$ cat src/design/wuc_regs.svh
// Register offsets, field positions, codes and timing counts of the marker
`ifndef WUC_REGS_SVH
`define WUC_REGS_SVH

// Byte addresses on the register bus
`define WUC_OFF_FEATURE     8'h00
`define WUC_OFF_COUNT       8'h04
`define WUC_OFF_ADDR_LOW    8'h08
`define WUC_OFF_ADDR_MID    8'h0C
`define WUC_OFF_ADDR_HIGH   8'h10
`define WUC_OFF_DEVSEL      8'h14
`define WUC_OFF_CMD_STAT    8'h18
`define WUC_OFF_ERROR       8'h1C
`define WUC_OFF_INT_STAT    8'h20
`define WUC_OFF_INT_MASK    8'h24
`define WUC_OFF_CONTROL     8'h28
`define WUC_OFF_LOG_COUNT   8'h2C

// Status bits
`define WUC_ST_BSY          7
`define WUC_ST_RDY          6
`define WUC_ST_DF           5
`define WUC_ST_DSC          4
`define WUC_ST_COR          2
`define WUC_ST_ERR          0
// Error bits
`define WUC_ER_UNC          6
`define WUC_ER_IDN          4
`define WUC_ER_ABT          2
// Control bit
`define WUC_CTL_HOB         0
// Interrupt bits
`define WUC_IRQ_DONE        0
`define WUC_IRQ_FAIL        1

`define WUC_STATUS_RESET    8'h50
`define WUC_DEVSEL_RESET    8'hA0
`define WUC_INT_MASK_RESET  2'h0

// Command and option codes
`define WUC_CMD_MARK        8'h45
`define WUC_OPT_PSEUDO      8'h55
`define WUC_OPT_FLAGGED     8'hAA

// Geometry
`define WUC_MARK_SLOTS      16
`define WUC_PBLK_SHIFT      3
`define WUC_MAX_LBA         48'h0001_D1C0_BEAF

// Full error recovery time before a pseudo mark is reported
`define WUC_CLK_NS          5
`define WUC_RECOV_NS        1000
`define WUC_RECOV_CYC       ((`WUC_RECOV_NS + `WUC_CLK_NS - 1) / `WUC_CLK_NS)

`endif

$ cat src/design/wuc_pkg.sv
// Types shared by the write-uncorrectable command block
package wuc_pkg;
   typedef enum logic [2:0] {
      WUC_IDLE   = 3'h0,
      WUC_EXEC   = 3'h1,
      WUC_RECOV  = 3'h3,
      WUC_VERIFY = 3'h2,
      WUC_DONE   = 3'h6
   } wuc_state_e;

   typedef enum logic [1:0] {
      WUC_OP_MARK  = 2'h0,
      WUC_OP_READ  = 2'h1,
      WUC_OP_WRITE = 2'h2
   } wuc_op_e;

   // One non-volatile mark; pseudo marks cover a whole physical block
   typedef struct packed {
      logic        valid;
      logic        pseudo;
      logic [47:0] lba;
   } wuc_mark_s;

   typedef struct packed {
      logic uncorrectable_flag;
      logic id_not_found_bit;
      logic aborted_bit;
   } wuc_err_s;
endpackage

$ cat src/design/wuc_marker.sv
// Write-uncorrectable command interpreter with APB task-file registers
// Overview of operation
// - Command code 45h written by the host starts the sector-marking operation.
// - Option 55h marks every sector of the physical block holding each sector.
// - A read of a pseudo-marked sector waits out full recovery, then sets UNCORRECTABLE_FLAG and ERR.
// - Option AAh marks only the addressed logical sector.
// - A read of a flagged sector sets the uncorrectable flag and error summary.
// - Any other option code aborts the command.
// - Every read-type command, 28-bit or 48-bit, reports a marked sector as bad.
// - A host write to a marked sector stores data, drops the mark and verifies it.
// - A real media defect at a marked place reports the matching error status.
// - Marks are kept in a store that a bus reset does not clear.
// - The command aborts when the mark store is full; an address past the end reports ID not found instead.
// - Sector count is 16 bits, low byte current, high byte previous; zero is 65536.
// - The 48-bit start address spans the current and previous address bytes.
// - On error the first bad address is returned, halves chosen by HIGH_ORDER_BYTE_SELECT select.
// - Option 55h records a log entry; option AAh makes no log entry.
//
// Chosen here: register access over APB and the address map.
`timescale 1ns/1ps
`include "wuc_regs.svh"

module wuc_marker (
   input  wire logic        pclk,
   input  wire logic        presetn,
   input  wire logic        por_n,
   input  wire logic        psel,
   input  wire logic        penable,
   input  wire logic        pwrite,
   input  wire logic [7:0]  paddr,
   input  wire logic [31:0] pwdata,
   output logic [31:0]      prdata,
   output logic             pready,
   output logic             pslverr,
   input  wire logic        media_fault,
   output logic             irq
);

   localparam int RECOV_CYC = `WUC_RECOV_CYC;
   localparam int SLOTS     = `WUC_MARK_SLOTS;

   ////////////////////////////////////////////////////////////////////////
   // Command decoding

   function automatic logic is_read_cmd(input logic [7:0] c);
      unique case (c)
         8'h20, 8'h21, 8'h24, 8'h25, 8'h29, 8'h2A, 8'h2B, 8'h40, 8'h41,
         8'h42, 8'hC4, 8'hC8, 8'hC9: is_read_cmd = 1'b1;
         default:                    is_read_cmd = 1'b0;
      endcase
   endfunction

   function automatic logic is_write_cmd(input logic [7:0] c);
      unique case (c)
         8'h30, 8'h31, 8'h34, 8'h35, 8'h39, 8'h3A, 8'h3B, 8'h3D, 8'hC5,
         8'hCA, 8'hCB, 8'hCE: is_write_cmd = 1'b1;
         default:             is_write_cmd = 1'b0;
      endcase
   endfunction

   ////////////////////////////////////////////////////////////////////////
   // Registers and state

   wuc_pkg::wuc_state_e state;
   wuc_pkg::wuc_op_e    op;
   wuc_pkg::wuc_err_s   err;
   wuc_pkg::wuc_mark_s  marks [SLOTS];
   logic [7:0]          feature;
   logic [7:0]          cnt_cur;
   logic [7:0]          cnt_prev;
   logic [7:0]          lo_cur;
   logic [7:0]          lo_prev;
   logic [7:0]          mid_cur;
   logic [7:0]          mid_prev;
   logic [7:0]          hi_cur;
   logic [7:0]          hi_prev;
   logic [7:0]          devsel;
   logic [7:0]          status;
   logic                high_order_byte_select;
   logic                op_pseudo;
   logic [1:0]          int_stat;
   logic [1:0]          int_mask;
   logic [15:0]         log_count;
   logic [47:0]         cur_lba;
   logic [16:0]         remain;
   logic [7:0]          recov_cnt;
   logic                recov_done;

   ////////////////////////////////////////////////////////////////////////
   // APB decode; the slave always answers in the access cycle

   wire       bus_acc  = psel && penable;
   wire       bus_wr   = bus_acc && pwrite;
   wire       bus_rd   = bus_acc && !pwrite;
   wire       busy     = status[`WUC_ST_BSY];
   wire       hit_feat = paddr == `WUC_OFF_FEATURE;
   wire       hit_cnt  = paddr == `WUC_OFF_COUNT;
   wire       hit_lo   = paddr == `WUC_OFF_ADDR_LOW;
   wire       hit_mid  = paddr == `WUC_OFF_ADDR_MID;
   wire       hit_hi   = paddr == `WUC_OFF_ADDR_HIGH;
   wire       hit_dev  = paddr == `WUC_OFF_DEVSEL;
   wire       hit_cmd  = paddr == `WUC_OFF_CMD_STAT;
   wire       hit_err  = paddr == `WUC_OFF_ERROR;
   wire       hit_ist  = paddr == `WUC_OFF_INT_STAT;
   wire       hit_imsk = paddr == `WUC_OFF_INT_MASK;
   wire       hit_ctl  = paddr == `WUC_OFF_CONTROL;
   wire       hit_log  = paddr == `WUC_OFF_LOG_COUNT;
   wire       mapped   = hit_feat | hit_cnt | hit_lo | hit_mid | hit_hi
                         | hit_dev | hit_cmd | hit_err | hit_ist | hit_imsk
                         | hit_ctl | hit_log;
   // Task file is locked while busy, as a real device ignores it then
   wire       tf_wr    = bus_wr && !busy;
   wire [7:0] wbyte    = pwdata[7:0];
   wire       start    = tf_wr && hit_cmd;
   wire       is_mark  = wbyte == `WUC_CMD_MARK;
   wire       opt_ok   = feature == `WUC_OPT_PSEUDO
                         || feature == `WUC_OPT_FLAGGED;
   wire       known    = is_mark || is_read_cmd(wbyte)
                         || is_write_cmd(wbyte);

   assign pready  = 1'b1;
   assign pslverr = bus_acc && !mapped;

   // HIGH_ORDER_BYTE_SELECT select picks the previous or current byte of each pair
   wire [7:0] rd_cnt = high_order_byte_select ? cnt_prev : cnt_cur;
   wire [7:0] rd_lo  = high_order_byte_select ? lo_prev  : lo_cur;
   wire [7:0] rd_mid = high_order_byte_select ? mid_prev : mid_cur;
   wire [7:0] rd_hi  = high_order_byte_select ? hi_prev  : hi_cur;
   wire [7:0] err_byte = {1'b0, err.uncorrectable_flag, 1'b0, err.id_not_found_bit, 1'b0, err.aborted_bit,
                          2'h0};

   wire [31:0] next_prdata =
        hit_cnt  ? {24'h0, rd_cnt}   : hit_lo   ? {24'h0, rd_lo}  :
        hit_mid  ? {24'h0, rd_mid}   : hit_hi   ? {24'h0, rd_hi}  :
        hit_dev  ? {24'h0, devsel}   : hit_cmd  ? {24'h0, status} :
        hit_err  ? {24'h0, err_byte} : hit_ist  ? {30'h0, int_stat} :
        hit_imsk ? {30'h0, int_mask} : hit_ctl  ? {31'h0, high_order_byte_select}    :
        hit_log  ? {16'h0, log_count} : 32'h0;
   assign prdata = bus_rd ? next_prdata : 32'h0;

   ////////////////////////////////////////////////////////////////////////
   // Mark lookup over every slot

   logic [SLOTS-1:0] match;
   logic [SLOTS-1:0] match_pseudo;
   logic [SLOTS-1:0] slot_free;
   genvar g;
   generate
      for (g = 0; g < SLOTS; g++) begin : g_slot
         wire blk_eq = marks[g].lba[47:`WUC_PBLK_SHIFT]
                       == cur_lba[47:`WUC_PBLK_SHIFT];
         assign match[g] = marks[g].valid && (marks[g].pseudo ? blk_eq
                           : marks[g].lba == cur_lba);
         assign match_pseudo[g] = match[g] && marks[g].pseudo;
         assign slot_free[g]    = !marks[g].valid;
      end
   endgenerate

   function automatic logic [3:0] first_free(input logic [SLOTS-1:0] f);
      first_free = 4'h0;
      for (int i = SLOTS - 1; i >= 0; i--) begin
         if (f[i]) begin
            first_free = i[3:0];
         end
      end
   endfunction

   wire        any_hit    = |match;
   wire        any_pseudo = |match_pseudo;
   wire        have_free  = |slot_free;
   wire [3:0]  free_idx   = first_free(slot_free);
   wire        out_range  = cur_lba > `WUC_MAX_LBA;
   wire        last       = remain == 17'h1;
   wire [47:0] blk_base   = {cur_lba[47:`WUC_PBLK_SHIFT],
                             {`WUC_PBLK_SHIFT{1'b0}}};
   // Zero count means 65536 sectors
   wire [16:0] start_cnt  = {cnt_prev, cnt_cur} == 16'h0 ? 17'h10000
                            : {1'b0, cnt_prev, cnt_cur};
   wire [47:0] start_lba  = {hi_prev, mid_prev, lo_prev,
                             hi_cur, mid_cur, lo_cur};

   ////////////////////////////////////////////////////////////////////////
   // Per-sector decisions in the execute and verify states

   wire in_exec   = state == wuc_pkg::WUC_EXEC;
   wire do_alloc  = in_exec && op == wuc_pkg::WUC_OP_MARK && !out_range
                    && !any_hit && have_free;
   // A full mark store makes the operation impossible
   wire no_room   = in_exec && op == wuc_pkg::WUC_OP_MARK && !out_range
                    && !any_hit && !have_free;
   wire do_clear  = in_exec && op == wuc_pkg::WUC_OP_WRITE && !out_range;
   wire rd_fail   = in_exec && op == wuc_pkg::WUC_OP_READ && !out_range
                    && (media_fault || (any_hit
                    && (!any_pseudo || recov_done)));
   wire rd_recov  = in_exec && op == wuc_pkg::WUC_OP_READ && !out_range
                    && !media_fault && any_pseudo && !recov_done;
   wire vf_fail   = state == wuc_pkg::WUC_VERIFY
                    && (any_hit || media_fault);
   wire idn_fail  = in_exec && out_range;
   wire fail      = no_room || rd_fail || vf_fail || idn_fail;
   wire sec_ok    = (in_exec && !fail && !rd_recov && !do_clear)
                    || (state == wuc_pkg::WUC_VERIFY && !vf_fail);

   ////////////////////////////////////////////////////////////////////////
   // Sequencer

   wuc_pkg::wuc_state_e next_state;
   always_comb begin
      next_state = state;
      unique case (state)
         wuc_pkg::WUC_IDLE: begin
            if (start && known && (!is_mark || opt_ok)) begin
               next_state = wuc_pkg::WUC_EXEC;
            end else if (start) begin
               next_state = wuc_pkg::WUC_DONE;
            end
         end
         wuc_pkg::WUC_EXEC: begin
            if (fail || (sec_ok && last)) begin
               next_state = wuc_pkg::WUC_DONE;
            end else if (rd_recov) begin
               next_state = wuc_pkg::WUC_RECOV;
            end else if (do_clear) begin
               next_state = wuc_pkg::WUC_VERIFY;
            end
         end
         wuc_pkg::WUC_RECOV: begin
            if (recov_cnt == 8'(RECOV_CYC - 1)) begin
               next_state = wuc_pkg::WUC_EXEC;
            end
         end
         wuc_pkg::WUC_VERIFY: begin
            next_state = (fail || last) ? wuc_pkg::WUC_DONE
                         : wuc_pkg::WUC_EXEC;
         end
         wuc_pkg::WUC_DONE: next_state = wuc_pkg::WUC_IDLE;
         default:           next_state = wuc_pkg::WUC_IDLE;
      endcase
   end

   wire abort_now = state == wuc_pkg::WUC_IDLE && start
                    && !(known && (!is_mark || opt_ok));
   wire finish    = state == wuc_pkg::WUC_DONE;

   always_ff @(posedge pclk or negedge presetn) begin
      if (!presetn) begin
         state <= wuc_pkg::WUC_IDLE;
      end else begin
         state <= next_state;
      end
   end

   // Sector walker and recovery timer
   always_ff @(posedge pclk or negedge presetn) begin
      if (!presetn) begin
         op         <= wuc_pkg::WUC_OP_MARK;
         op_pseudo  <= 1'b0;
         cur_lba    <= 48'h0;
         remain     <= 17'h0;
         recov_cnt  <= 8'h0;
         recov_done <= 1'b0;
      end else begin
         if (state == wuc_pkg::WUC_IDLE && start) begin
            op <= is_read_cmd(wbyte)  ? wuc_pkg::WUC_OP_READ  :
                  is_write_cmd(wbyte) ? wuc_pkg::WUC_OP_WRITE :
                  wuc_pkg::WUC_OP_MARK;
            op_pseudo <= feature == `WUC_OPT_PSEUDO;
            cur_lba   <= start_lba;
            remain    <= start_cnt;
         end else if (sec_ok && !last) begin
            cur_lba <= cur_lba + 48'h1;
            remain  <= remain - 17'h1;
         end
         recov_cnt  <= state == wuc_pkg::WUC_RECOV ? recov_cnt + 8'h1
                       : 8'h0;
         recov_done <= state == wuc_pkg::WUC_RECOV;
      end
   end

   // Mark store: cleared only at first power-up, not by bus reset
   always_ff @(posedge pclk or negedge por_n) begin
      if (!por_n) begin
         for (int i = 0; i < SLOTS; i++) begin
            marks[i] <= '0;
         end
      end else begin
         for (int i = 0; i < SLOTS; i++) begin
            if (do_clear && match[i]) begin
               marks[i].valid <= 1'b0;
            end else if (do_alloc && free_idx == i[3:0]) begin
               marks[i].valid  <= 1'b1;
               marks[i].pseudo <= op_pseudo;
               marks[i].lba    <= op_pseudo ? blk_base : cur_lba;
            end
         end
      end
   end

   ////////////////////////////////////////////////////////////////////////
   // Task file, status and error

   always_ff @(posedge pclk or negedge presetn) begin
      if (!presetn) begin
         feature  <= 8'h0;
         cnt_cur  <= 8'h0;
         cnt_prev <= 8'h0;
         lo_cur   <= 8'h0;
         lo_prev  <= 8'h0;
         mid_cur  <= 8'h0;
         mid_prev <= 8'h0;
         hi_cur   <= 8'h0;
         hi_prev  <= 8'h0;
         devsel   <= `WUC_DEVSEL_RESET;
         high_order_byte_select      <= 1'b0;
      end else if (fail) begin
         // First failing sector goes back through the address bytes
         {hi_prev, mid_prev, lo_prev, hi_cur, mid_cur, lo_cur}
            <= cur_lba;
      end else if (tf_wr) begin
         // Each count or address write pushes the old current byte into previous
         if (hit_feat) feature <= wbyte;
         if (hit_cnt) {cnt_prev, cnt_cur} <= {cnt_cur, wbyte};
         if (hit_lo)  {lo_prev, lo_cur}   <= {lo_cur, wbyte};
         if (hit_mid) {mid_prev, mid_cur} <= {mid_cur, wbyte};
         if (hit_hi)  {hi_prev, hi_cur}   <= {hi_cur, wbyte};
         if (hit_dev) devsel <= wbyte;
         if (hit_ctl) high_order_byte_select    <= pwdata[`WUC_CTL_HOB];
      end
   end

   always_ff @(posedge pclk or negedge presetn) begin
      if (!presetn) begin
         status <= `WUC_STATUS_RESET;
         err    <= '0;
      end else if (state == wuc_pkg::WUC_IDLE && start) begin
         status <= 8'h1 << `WUC_ST_BSY;
         err    <= {1'b0, 1'b0, abort_now};
      end else if (fail) begin
         err.uncorrectable_flag <= rd_fail || vf_fail;
         err.id_not_found_bit <= idn_fail;
         err.aborted_bit <= no_room;
      end else if (finish) begin
         // Busy, fault and corrected drop; ERR summarises any error
         status <= (8'h1 << `WUC_ST_RDY) | (8'h1 << `WUC_ST_DSC)
                   | {7'h0, |err};
      end
   end

   // Option 55h leaves a log entry for each block it marks
   always_ff @(posedge pclk or negedge presetn) begin
      if (!presetn) begin
         log_count <= 16'h0;
      end else if (do_alloc && op_pseudo) begin
         log_count <= log_count + 16'h1;
      end
   end

   ////////////////////////////////////////////////////////////////////////
   // Interrupts: set wins over the clear-on-read

   wire [1:0] int_set = {finish && |err, finish};
   wire       ist_rd  = bus_rd && hit_ist;
   always_ff @(posedge pclk or negedge presetn) begin
      if (!presetn) begin
         int_stat <= 2'h0;
         int_mask <= `WUC_INT_MASK_RESET;
      end else begin
         int_stat <= (ist_rd ? 2'h0 : int_stat) | int_set;
         if (bus_wr && hit_imsk) int_mask <= pwdata[1:0];
      end
   end
   assign irq = |(int_stat & int_mask);

   ////////////////////////////////////////////////////////////////////////
   // Checks

   property p_bad_opt;
      @(posedge pclk) disable iff (!presetn)
      (state == wuc_pkg::WUC_IDLE && start && is_mark && !opt_ok)
      |=> state == wuc_pkg::WUC_DONE ##1 (err.aborted_bit && status[0]);
   endproperty
   a_bad_opt: assert property (p_bad_opt)
      else $error("bad option not aborted");

   property p_recov;
      @(posedge pclk) disable iff (!presetn)
      $rose(state == wuc_pkg::WUC_RECOV)
      |-> (state == wuc_pkg::WUC_RECOV)[*8];
   endproperty
   a_recov: assert property (p_recov)
      else $error("recovery cut short");

   property p_rd_fail;
      @(posedge pclk) disable iff (!presetn)
      rd_fail |=> ##1 (err.uncorrectable_flag && status[`WUC_ST_ERR]
                       && !status[`WUC_ST_BSY]);
   endproperty
   a_rd_fail: assert property (p_rd_fail)
      else $error("marked read not reported");

   property p_flag_read;
      @(posedge pclk) disable iff (!presetn)
      (in_exec && op == wuc_pkg::WUC_OP_READ && any_hit && !any_pseudo
       && !out_range) |-> rd_fail;
   endproperty
   a_flag_read: assert property (p_flag_read)
      else $error("flagged read passed");

   property p_alloc;
      @(posedge pclk) disable iff (!presetn || !por_n)
      do_alloc |=> any_hit;
   endproperty
   a_alloc: assert property (p_alloc)
      else $error("mark not stored");

   property p_clear;
      @(posedge pclk) disable iff (!presetn || !por_n)
      do_clear |=> (state == wuc_pkg::WUC_VERIFY && !any_hit);
   endproperty
   a_clear: assert property (p_clear)
      else $error("write left mark");

   property p_log;
      @(posedge pclk) disable iff (!presetn)
      (do_alloc && !op_pseudo) |=> $stable(log_count);
   endproperty
   a_log: assert property (p_log)
      else $error("flagged mark logged");

   property p_addr_back;
      @(posedge pclk) disable iff (!presetn)
      fail |=> {hi_prev, mid_prev, lo_prev, hi_cur, mid_cur, lo_cur}
               == $past(cur_lba);
   endproperty
   a_addr_back: assert property (p_addr_back)
      else $error("failing address not returned");

   property p_done;
      @(posedge pclk) disable iff (!presetn)
      finish |=> !status[`WUC_ST_BSY] && !status[`WUC_ST_DF]
                 && !status[`WUC_ST_COR] && status[0] == |err;
   endproperty
   a_done: assert property (p_done)
      else $error("bad completion status");

   property p_full;
      @(posedge pclk) disable iff (!presetn)
      no_room |=> ##1 (err.aborted_bit && status[`WUC_ST_ERR]);
   endproperty
   a_full: assert property (p_full)
      else $error("full store not aborted");

endmodule

$ cat config.mk
export PLATFORM = sky130hd
export DESIGN_NAME = wuc_marker
export DESIGN_NICKNAME = d
export VERILOG_FILES = /design/src/design/wuc_pkg.sv /design/src/design/wuc_marker.sv
export VERILOG_INCLUDE_DIRS = /design/src /design/src/design
export SDC_FILE = /design/constraint.sdc
export NUM_CORES = 2
export LEC_CHECK = 0
export ABC_AREA = 1
export BUFFER_PORTS_ARGS = -buffer_cell sky130_fd_sc_hd__buf_2
export CORE_MARGIN = 3
export CORE_UTILIZATION = 59
export CTS_CLUSTER_DIAMETER = 200
export DETAILED_ROUTE_END_ITERATION = 8
export PLACE_DENSITY = 0.75
export SLEW_MARGIN = 20
export SYNTH_ARGS = -nofsm -noshare
export SYNTH_HDL_FRONTEND = slang
export SYNTH_SLANG_ARGS = --single-unit
$ cat constraint.sdc
create_clock -name pclk -period 4.2 [get_ports pclk]
set_input_delay 0.42 -clock pclk [delete_from_list [all_inputs] [get_ports pclk]]
set_output_delay 0.42 -clock pclk [all_outputs]
set_load 0.005 [all_outputs]
# --- Word level (Yosys, flattened, before mapping) ---
# Cells that the tools add are included.
totals:
  inputBits: 47
  register_bits: 992
  wordCells: 538
classes:
  eq_ne: 98
  reduce_logical: 207
  add_sub_neg: 4
  bitwise: 30
  muxes: 125
  order_cmp: 1
op_table:
  columns: ["cell", "count"]
  rows:
  - ["$mux W50", 16]
  - ["$eq A48 B48 Y1", 16]
  - ["$eq A45 B45 Y1", 16]
  - ["$mux W8", 26]
  - ["$mux W16", 12]
  - ["$eq A8 B6 Y1 const B", 19]
  - ["$logic_and A1 B1 Y1", 101]
  - ["$mux W48", 2]
  - ["$eq A8 B8 Y1 const B", 9]
  - ["$mux W4", 16]
  - ["$mux W17", 3]
  - ["$add A48 B1 Y48 const B", 1]
  - ["$gt A48 B33 Y1 const B", 1]
  - ["$reduce_or A16 Y1", 3]
  - ["$reduce_bool A2 Y1", 23]
  - ["$eq A8 B7 Y1 const B", 5]
  - ["$reduce_and A2 Y1", 20]
  - ["$mux W1", 36]
  - ["$eq A4 B4 Y1 const B", 8]
  - ["$eq A8 B5 Y1 const B", 4]
  - ["$logic_not A1 Y1", 32]
  - ["$mux W3", 10]
  - ["$eq A17 B1 Y1 const B", 1]
  - ["$not A1 Y1", 17]
  - ["other kinds (33)", 68]

# --- Longest topological paths before layout ---
depth:
  ltp_word: 22
  ltp_mapped: 26
  depth_no_buf: 22

# --- Least setup slack after synthesis ---
# No wires, ideal clock.
synth_path:
  path_kind: "register to register"
  start: "register cur_lba[23]"
  end: "register marks[319] (netlist name)"
  period_less_slack_ps: 2571
  required_time_ps: 4064
  path_stages_with_launch: 26
  arrival_ps: 2434
  setup_ps: 136
  setup_slack_ps: 1629
  cell_sequence: "dfrtp_1 buf_4 inv_2 buf_6 buf_4 nand2_1 nand4_1 nor2_1 nand3_1 nor2_1 nand2_1 nand2_1 nand3_1 nand2_1 nor2_2 nand2_1 nor2_2 and2_4 nand2_4 inv_4 buf_6 nand2_2 buf_6 buf_6 nand2_1 o21ai_0"
synth_via:
  elab_chain_cells: 9
  word_cells_on_any_way: 76
  classes_between: "1 x order compare; 32 x eq/ne; 16 x mux; 1 x bitwise; 26 x reduce/logical"
synth_lines:
  columns: ["element", "line_no", "text"]
  rows:
  - ["start: declaration", "wuc_marker.sv:84", "logic [47:0] cur_lba;"]
  - ["start signal: assignment", "wuc_marker.sv:268", "cur_lba <= start_lba;"]
  - ["start signal: assignment", "wuc_marker.sv:271", "cur_lba <= cur_lba + 48'h1;"]
  - ["branches (longest 8 deep; another with $gt A48 B33 Y1)", null, null]
  - ["$reduce_and A2 Y1 (no source line) *", null, null]
  - ["end: declaration", "wuc_marker.sv:67", "wuc_pkg::wuc_mark_s marks [SLOTS];"]
# Mark *: on every way between the ends.
# A chain may end at the register's enable or synchronous reset.

# --- Worst setup path after layout ---
layout_path:
  start: "register cur_lba[22]"
  end: "register lo_cur[7]"
layout_via:
  elab_chain_cells: 15
  word_cells_on_any_way: 104
  classes_between: "1 x order compare; 32 x eq/ne; 17 x mux; 54 x reduce/logical"
layout_lines:
  columns: ["element", "line_no", "text"]
  rows:
  - ["branches (longest 12 deep; another with $gt A48 B33 Y1)", null, null]
  - ["$logic_or A1 B1 Y1 *", "wuc_marker.sv:200", "wire fail = no_room || rd_fail || vf_fail || idn_fail;"]
  - ["$reduce_bool A2 Y1 (no source line)", null, null]
  - ["$reduce_and A2 Y1 (no source line)", null, null]
  - ["end signal: assignment", "wuc_marker.sv:323", "if (hit_lo) {lo_prev, lo_cur} <= {lo_cur, wbyte};"]
  - ["end: declaration", "wuc_marker.sv:71", "logic [7:0] lo_cur;"]
# Marks and branches as above.

==> results.md <==
- H-Tree Depth: 3
- Die Span X: 309 µm
- HP Class: input pin to flop
- Die area: roughly 95,000 µm²
- Non-filler cells, final: 8,356
- Mux cell area share after synthesis: 0%
- Outcome: finished clean
- IO Count: slightly above 80
- Post-Syn Instances: 7,072
- Mean post-synth cell area: 7.66 µm²
- DR pass1 iterations: 6
- Total vias in the final route: 47,100
- GRT overflow: 0
- RSZ-0062 raised after global routing: false
- MaxCap Viol Count: 0
- Setup Fix Bufs, Post-CTS: 0
- Synth-to-layout area growth: 10.1%
- Clock slew at reported path FFs: 0.06 ns
- FP Rows: 110
- Clock Sinks: 987
- Core area: 90,600 µm²
- All-layer global routing usage: 36.6%
- Die H: around 310 µm
- Number of global-route vias before repair: 44,100
- Synthesis Warnings: 0
- NumNets Final: 7,152
- R2r setup slk: 0.13 ns
- Post-route ant nets: 0
- Final period util: 97.0%
- CP Class: flop to flop
- Clock Tree Buf Depth: 3
- Initial antenna violation count: 4
- Vias per std cell: 5.64
- Cell leakage power: about 32 nW
- Starting density of the core: 59.8%
- I/O Buffers: 40
- Worst slew pin tran: 1.11 ns
- Post-synthesis compound-gate area fraction: between 8 and 9%
- Crit-path max FO: 17
- Placed cells: a little over 8,000
- Simple-Gate Fraction of Synth Area: 25.5%
- Power Dens Cells: 386 nW/µm²
- Post-synthesis adder-cell area fraction: less than 1%
- Placer Congestion: 0.985
- Clock Skews: between 0.04 and 0.05 ns
- Synth cell types: 61
- # setup viols final: 0
- Clk_lat worst skew: 0.71 ns
- Mapped Area: 54,200 µm²
- XOR/XNOR share of the synthesized area: 10.3%
- CTS buffer count: ~110
- Total negative slack: 0 ns
- Seq/Total Area, Yosys: a little under half
- Worst rel slew slack: 25.9%
- CTS root buffer: clkbuf_16
- Drt wl/cell: 20.8 µm
- First-pass GRT wire length: 264,000 µm
- Crit end category: flop
- Final Hold Vio Count: 0
- Largest family of logic cells by synthesized area: simple AND/OR/NAND/NOR gates
- Peak Freq: between 0.2 and 0.25 GHz
- Ratio of cells with drive above 1 in the final layout: 7.77%
- Crit path required time: 4.75 ns
- Tmin final: 4.07 ns
- Dominant synthesized flop cell: dfrtp_1
- Final slew viol count: 0
- Max IR drop VDD: 0.363 mV
- Routed wire length: between 150,000 and 200,000 µm
- Dpl hpwl: 121,000 µm
- CTS tree: built
- Drt first-iter violations: roughly 5,300
- DRC: 0
- Number of synthesized flops with an enable pin: 0
- Largest net degree at the start of global routing: about 110
- Crit path DAT: around 4.6 ns
- Setup crit start kind: flop
- Yosys reg bits: 987
- Post-synth ARST share: 100%
## cells in the mapped netlist, types with 5 or more instances
cell type,count,share of area [%]
and2_1,5,0.058
inv_2,27,0.19
xor2_1,161,2.6
a21boi_0,5,0.069
o21ai_1,205,1.9
nand3b_1,6,0.083
nor2_2,11,0.13
o2111ai_1,5,0.081
nor3_1,67,0.62
o22ai_1,7,0.081
clkbuf_1,110,0.76
o211ai_1,40,0.55
a31oi_1,5,0.058
clkinv_1,7,0.049
inv_1,658,4.6
a211oi_1,5,0.069
xnor2_1,479,7.7
o31ai_1,5,0.069
or2_1,9,0.10
nand2_1,2434,17
dfrtp_1,984,45
buf_6,94,2.0
nand2_2,17,0.20
nand3_2,6,0.11
nor2_1,593,4.1
nand3_1,230,2.1
nor4_1,20,0.23
o21ai_0,533,4.9
buf_4,102,1.4
nand4_1,39,0.45
buf_2,94,0.87
ha_1,5,0.12
buf_1,6,0.042
a21oi_1,49,0.45
## worst max-delay path, cell delays in order (launching register included)
cell     delay [ns]
dfrtp_1        0.45
inv_2          0.23
buf_4          0.39
o21ai_1        0.11
nor2_1         0.22
nand2_1        0.08
nor2_1         0.10
nand2_1        0.12
nor2_1         0.19
buf_4          0.18
nand3_1        0.08
nand2_1        0.09
nor2_1         0.05
nand2_1        0.06
nor2_1         0.04
nand3_1        0.30
nand2_1        0.13
nand3_2        0.13
nand4_4        0.12
buf_4          0.23
nor2_2         0.45
o21ai_0        0.17
## stage by stage
| stage | total power, W | instance area (µm²) | hold slack (ns) | utilization [%] | setup slack, ns |
|---|---|---|---|---|---|
| finish | 0.0230 | 59600 | 0.157 | 65.9 | 0.127 |
| global route | 0.0238 | 59600 | 0.157 | 65.9 | 0.000994 |
| CTS | 0.0230 | 59600 | 0.126 | 65.8 | 0.238 |
| detailed placement | 0.0138 | 56200 | 0.453 | 62.0 | 0.257 |
| global placement | 0.0137 | 56200 | 0.444 | 62.0 | 0.307 |
| floorplan | 0.0123 | 54200 | 0.124 | - | 1.63 |
## final timing paths
check	endpoint	cells past startpoint	from
setup / recovery	lo_cur[7]$_DFFE_PN0P_	21	cur_lba[22]$_DFFE_PN0P_
min in group asynchronous	marks[395]$_DFFE_PN0P_	2	por_n
hold reg to reg	recov_cnt[0]$_DFF_PN0_	1	recov_cnt[0]$_DFF_PN0_
hold / removal	devsel[6]$_DFFE_PN0P_	3	pwdata[6]
max in group asynchronous	marks[677]$_DFFE_PN0P_	3	por_n
setup reg to reg	lo_cur[7]$_DFFE_PN0P_	21	cur_lba[22]$_DFFE_PN0P_
## state kept, by name, indices dropped and copies added (netlist names), 16 cells and up
signal	flops
cur_lba	48
remain	17
marks	800
log_count	16
## cells in the final DEF (no fill, tap or decap), types with 76 or more instances in the layout
cell / n
nand2_1: 2428
dfrtp_1: 980
inv_1: 658
nor2_1: 590
o21ai_0: 533
xnor2_1: 478
nand3_1: 230
o21ai_1: 205
buf_4: 194
xor2_1: 161
clkbuf_16: 110
buf_12: 76
## logic make-up after synthesis
kind of cell | count (synthesis)
compound gates | 876
xor+xnor | 640
fa+ha+maj | 5
buf+inv | 1103
flops | 987
other cells | 2
simple gates | 3459
## metal layers
layer	global-route usage [%]	wire, µm	vias up
met3	9.41	20800	517
met5	0	34	-
met2	53.6	72700	2433
li1	-	-	21900
met1	51.3	70800	22300
met4	16.8	9500	4
## area by class of cell
class | instances | area, µm²
Clock buffer | 169 | 3200
Fill cell | 7700 | 30900
Clock inverter | 16 | 191
Sequential cell | 987 | 24700
Tap cell | 1176 | 1470
Inverter | 695 | 2620
Antenna cell | 2 | 5.00
Multi-Input combinational cell | 4999 | 24200
Timing Repair Buffer | 312 | 3220
## timing repair
action	CTS	global route
gates resized for setup	0	9
setup endpoints to repair	0	149
endpoints found under the hold margin	177	0
hold buffers	2	0
## report_power, final
part	switching, W	total [W]	internal [W]
clock network	0.00386	0.00927	0.00541
registers	0.000292	0.0101	0.00976
logic	0.00254	0.00370	0.00116
total	0.00670	0.0230	0.0163
Power figures use the tool's default switching activity.
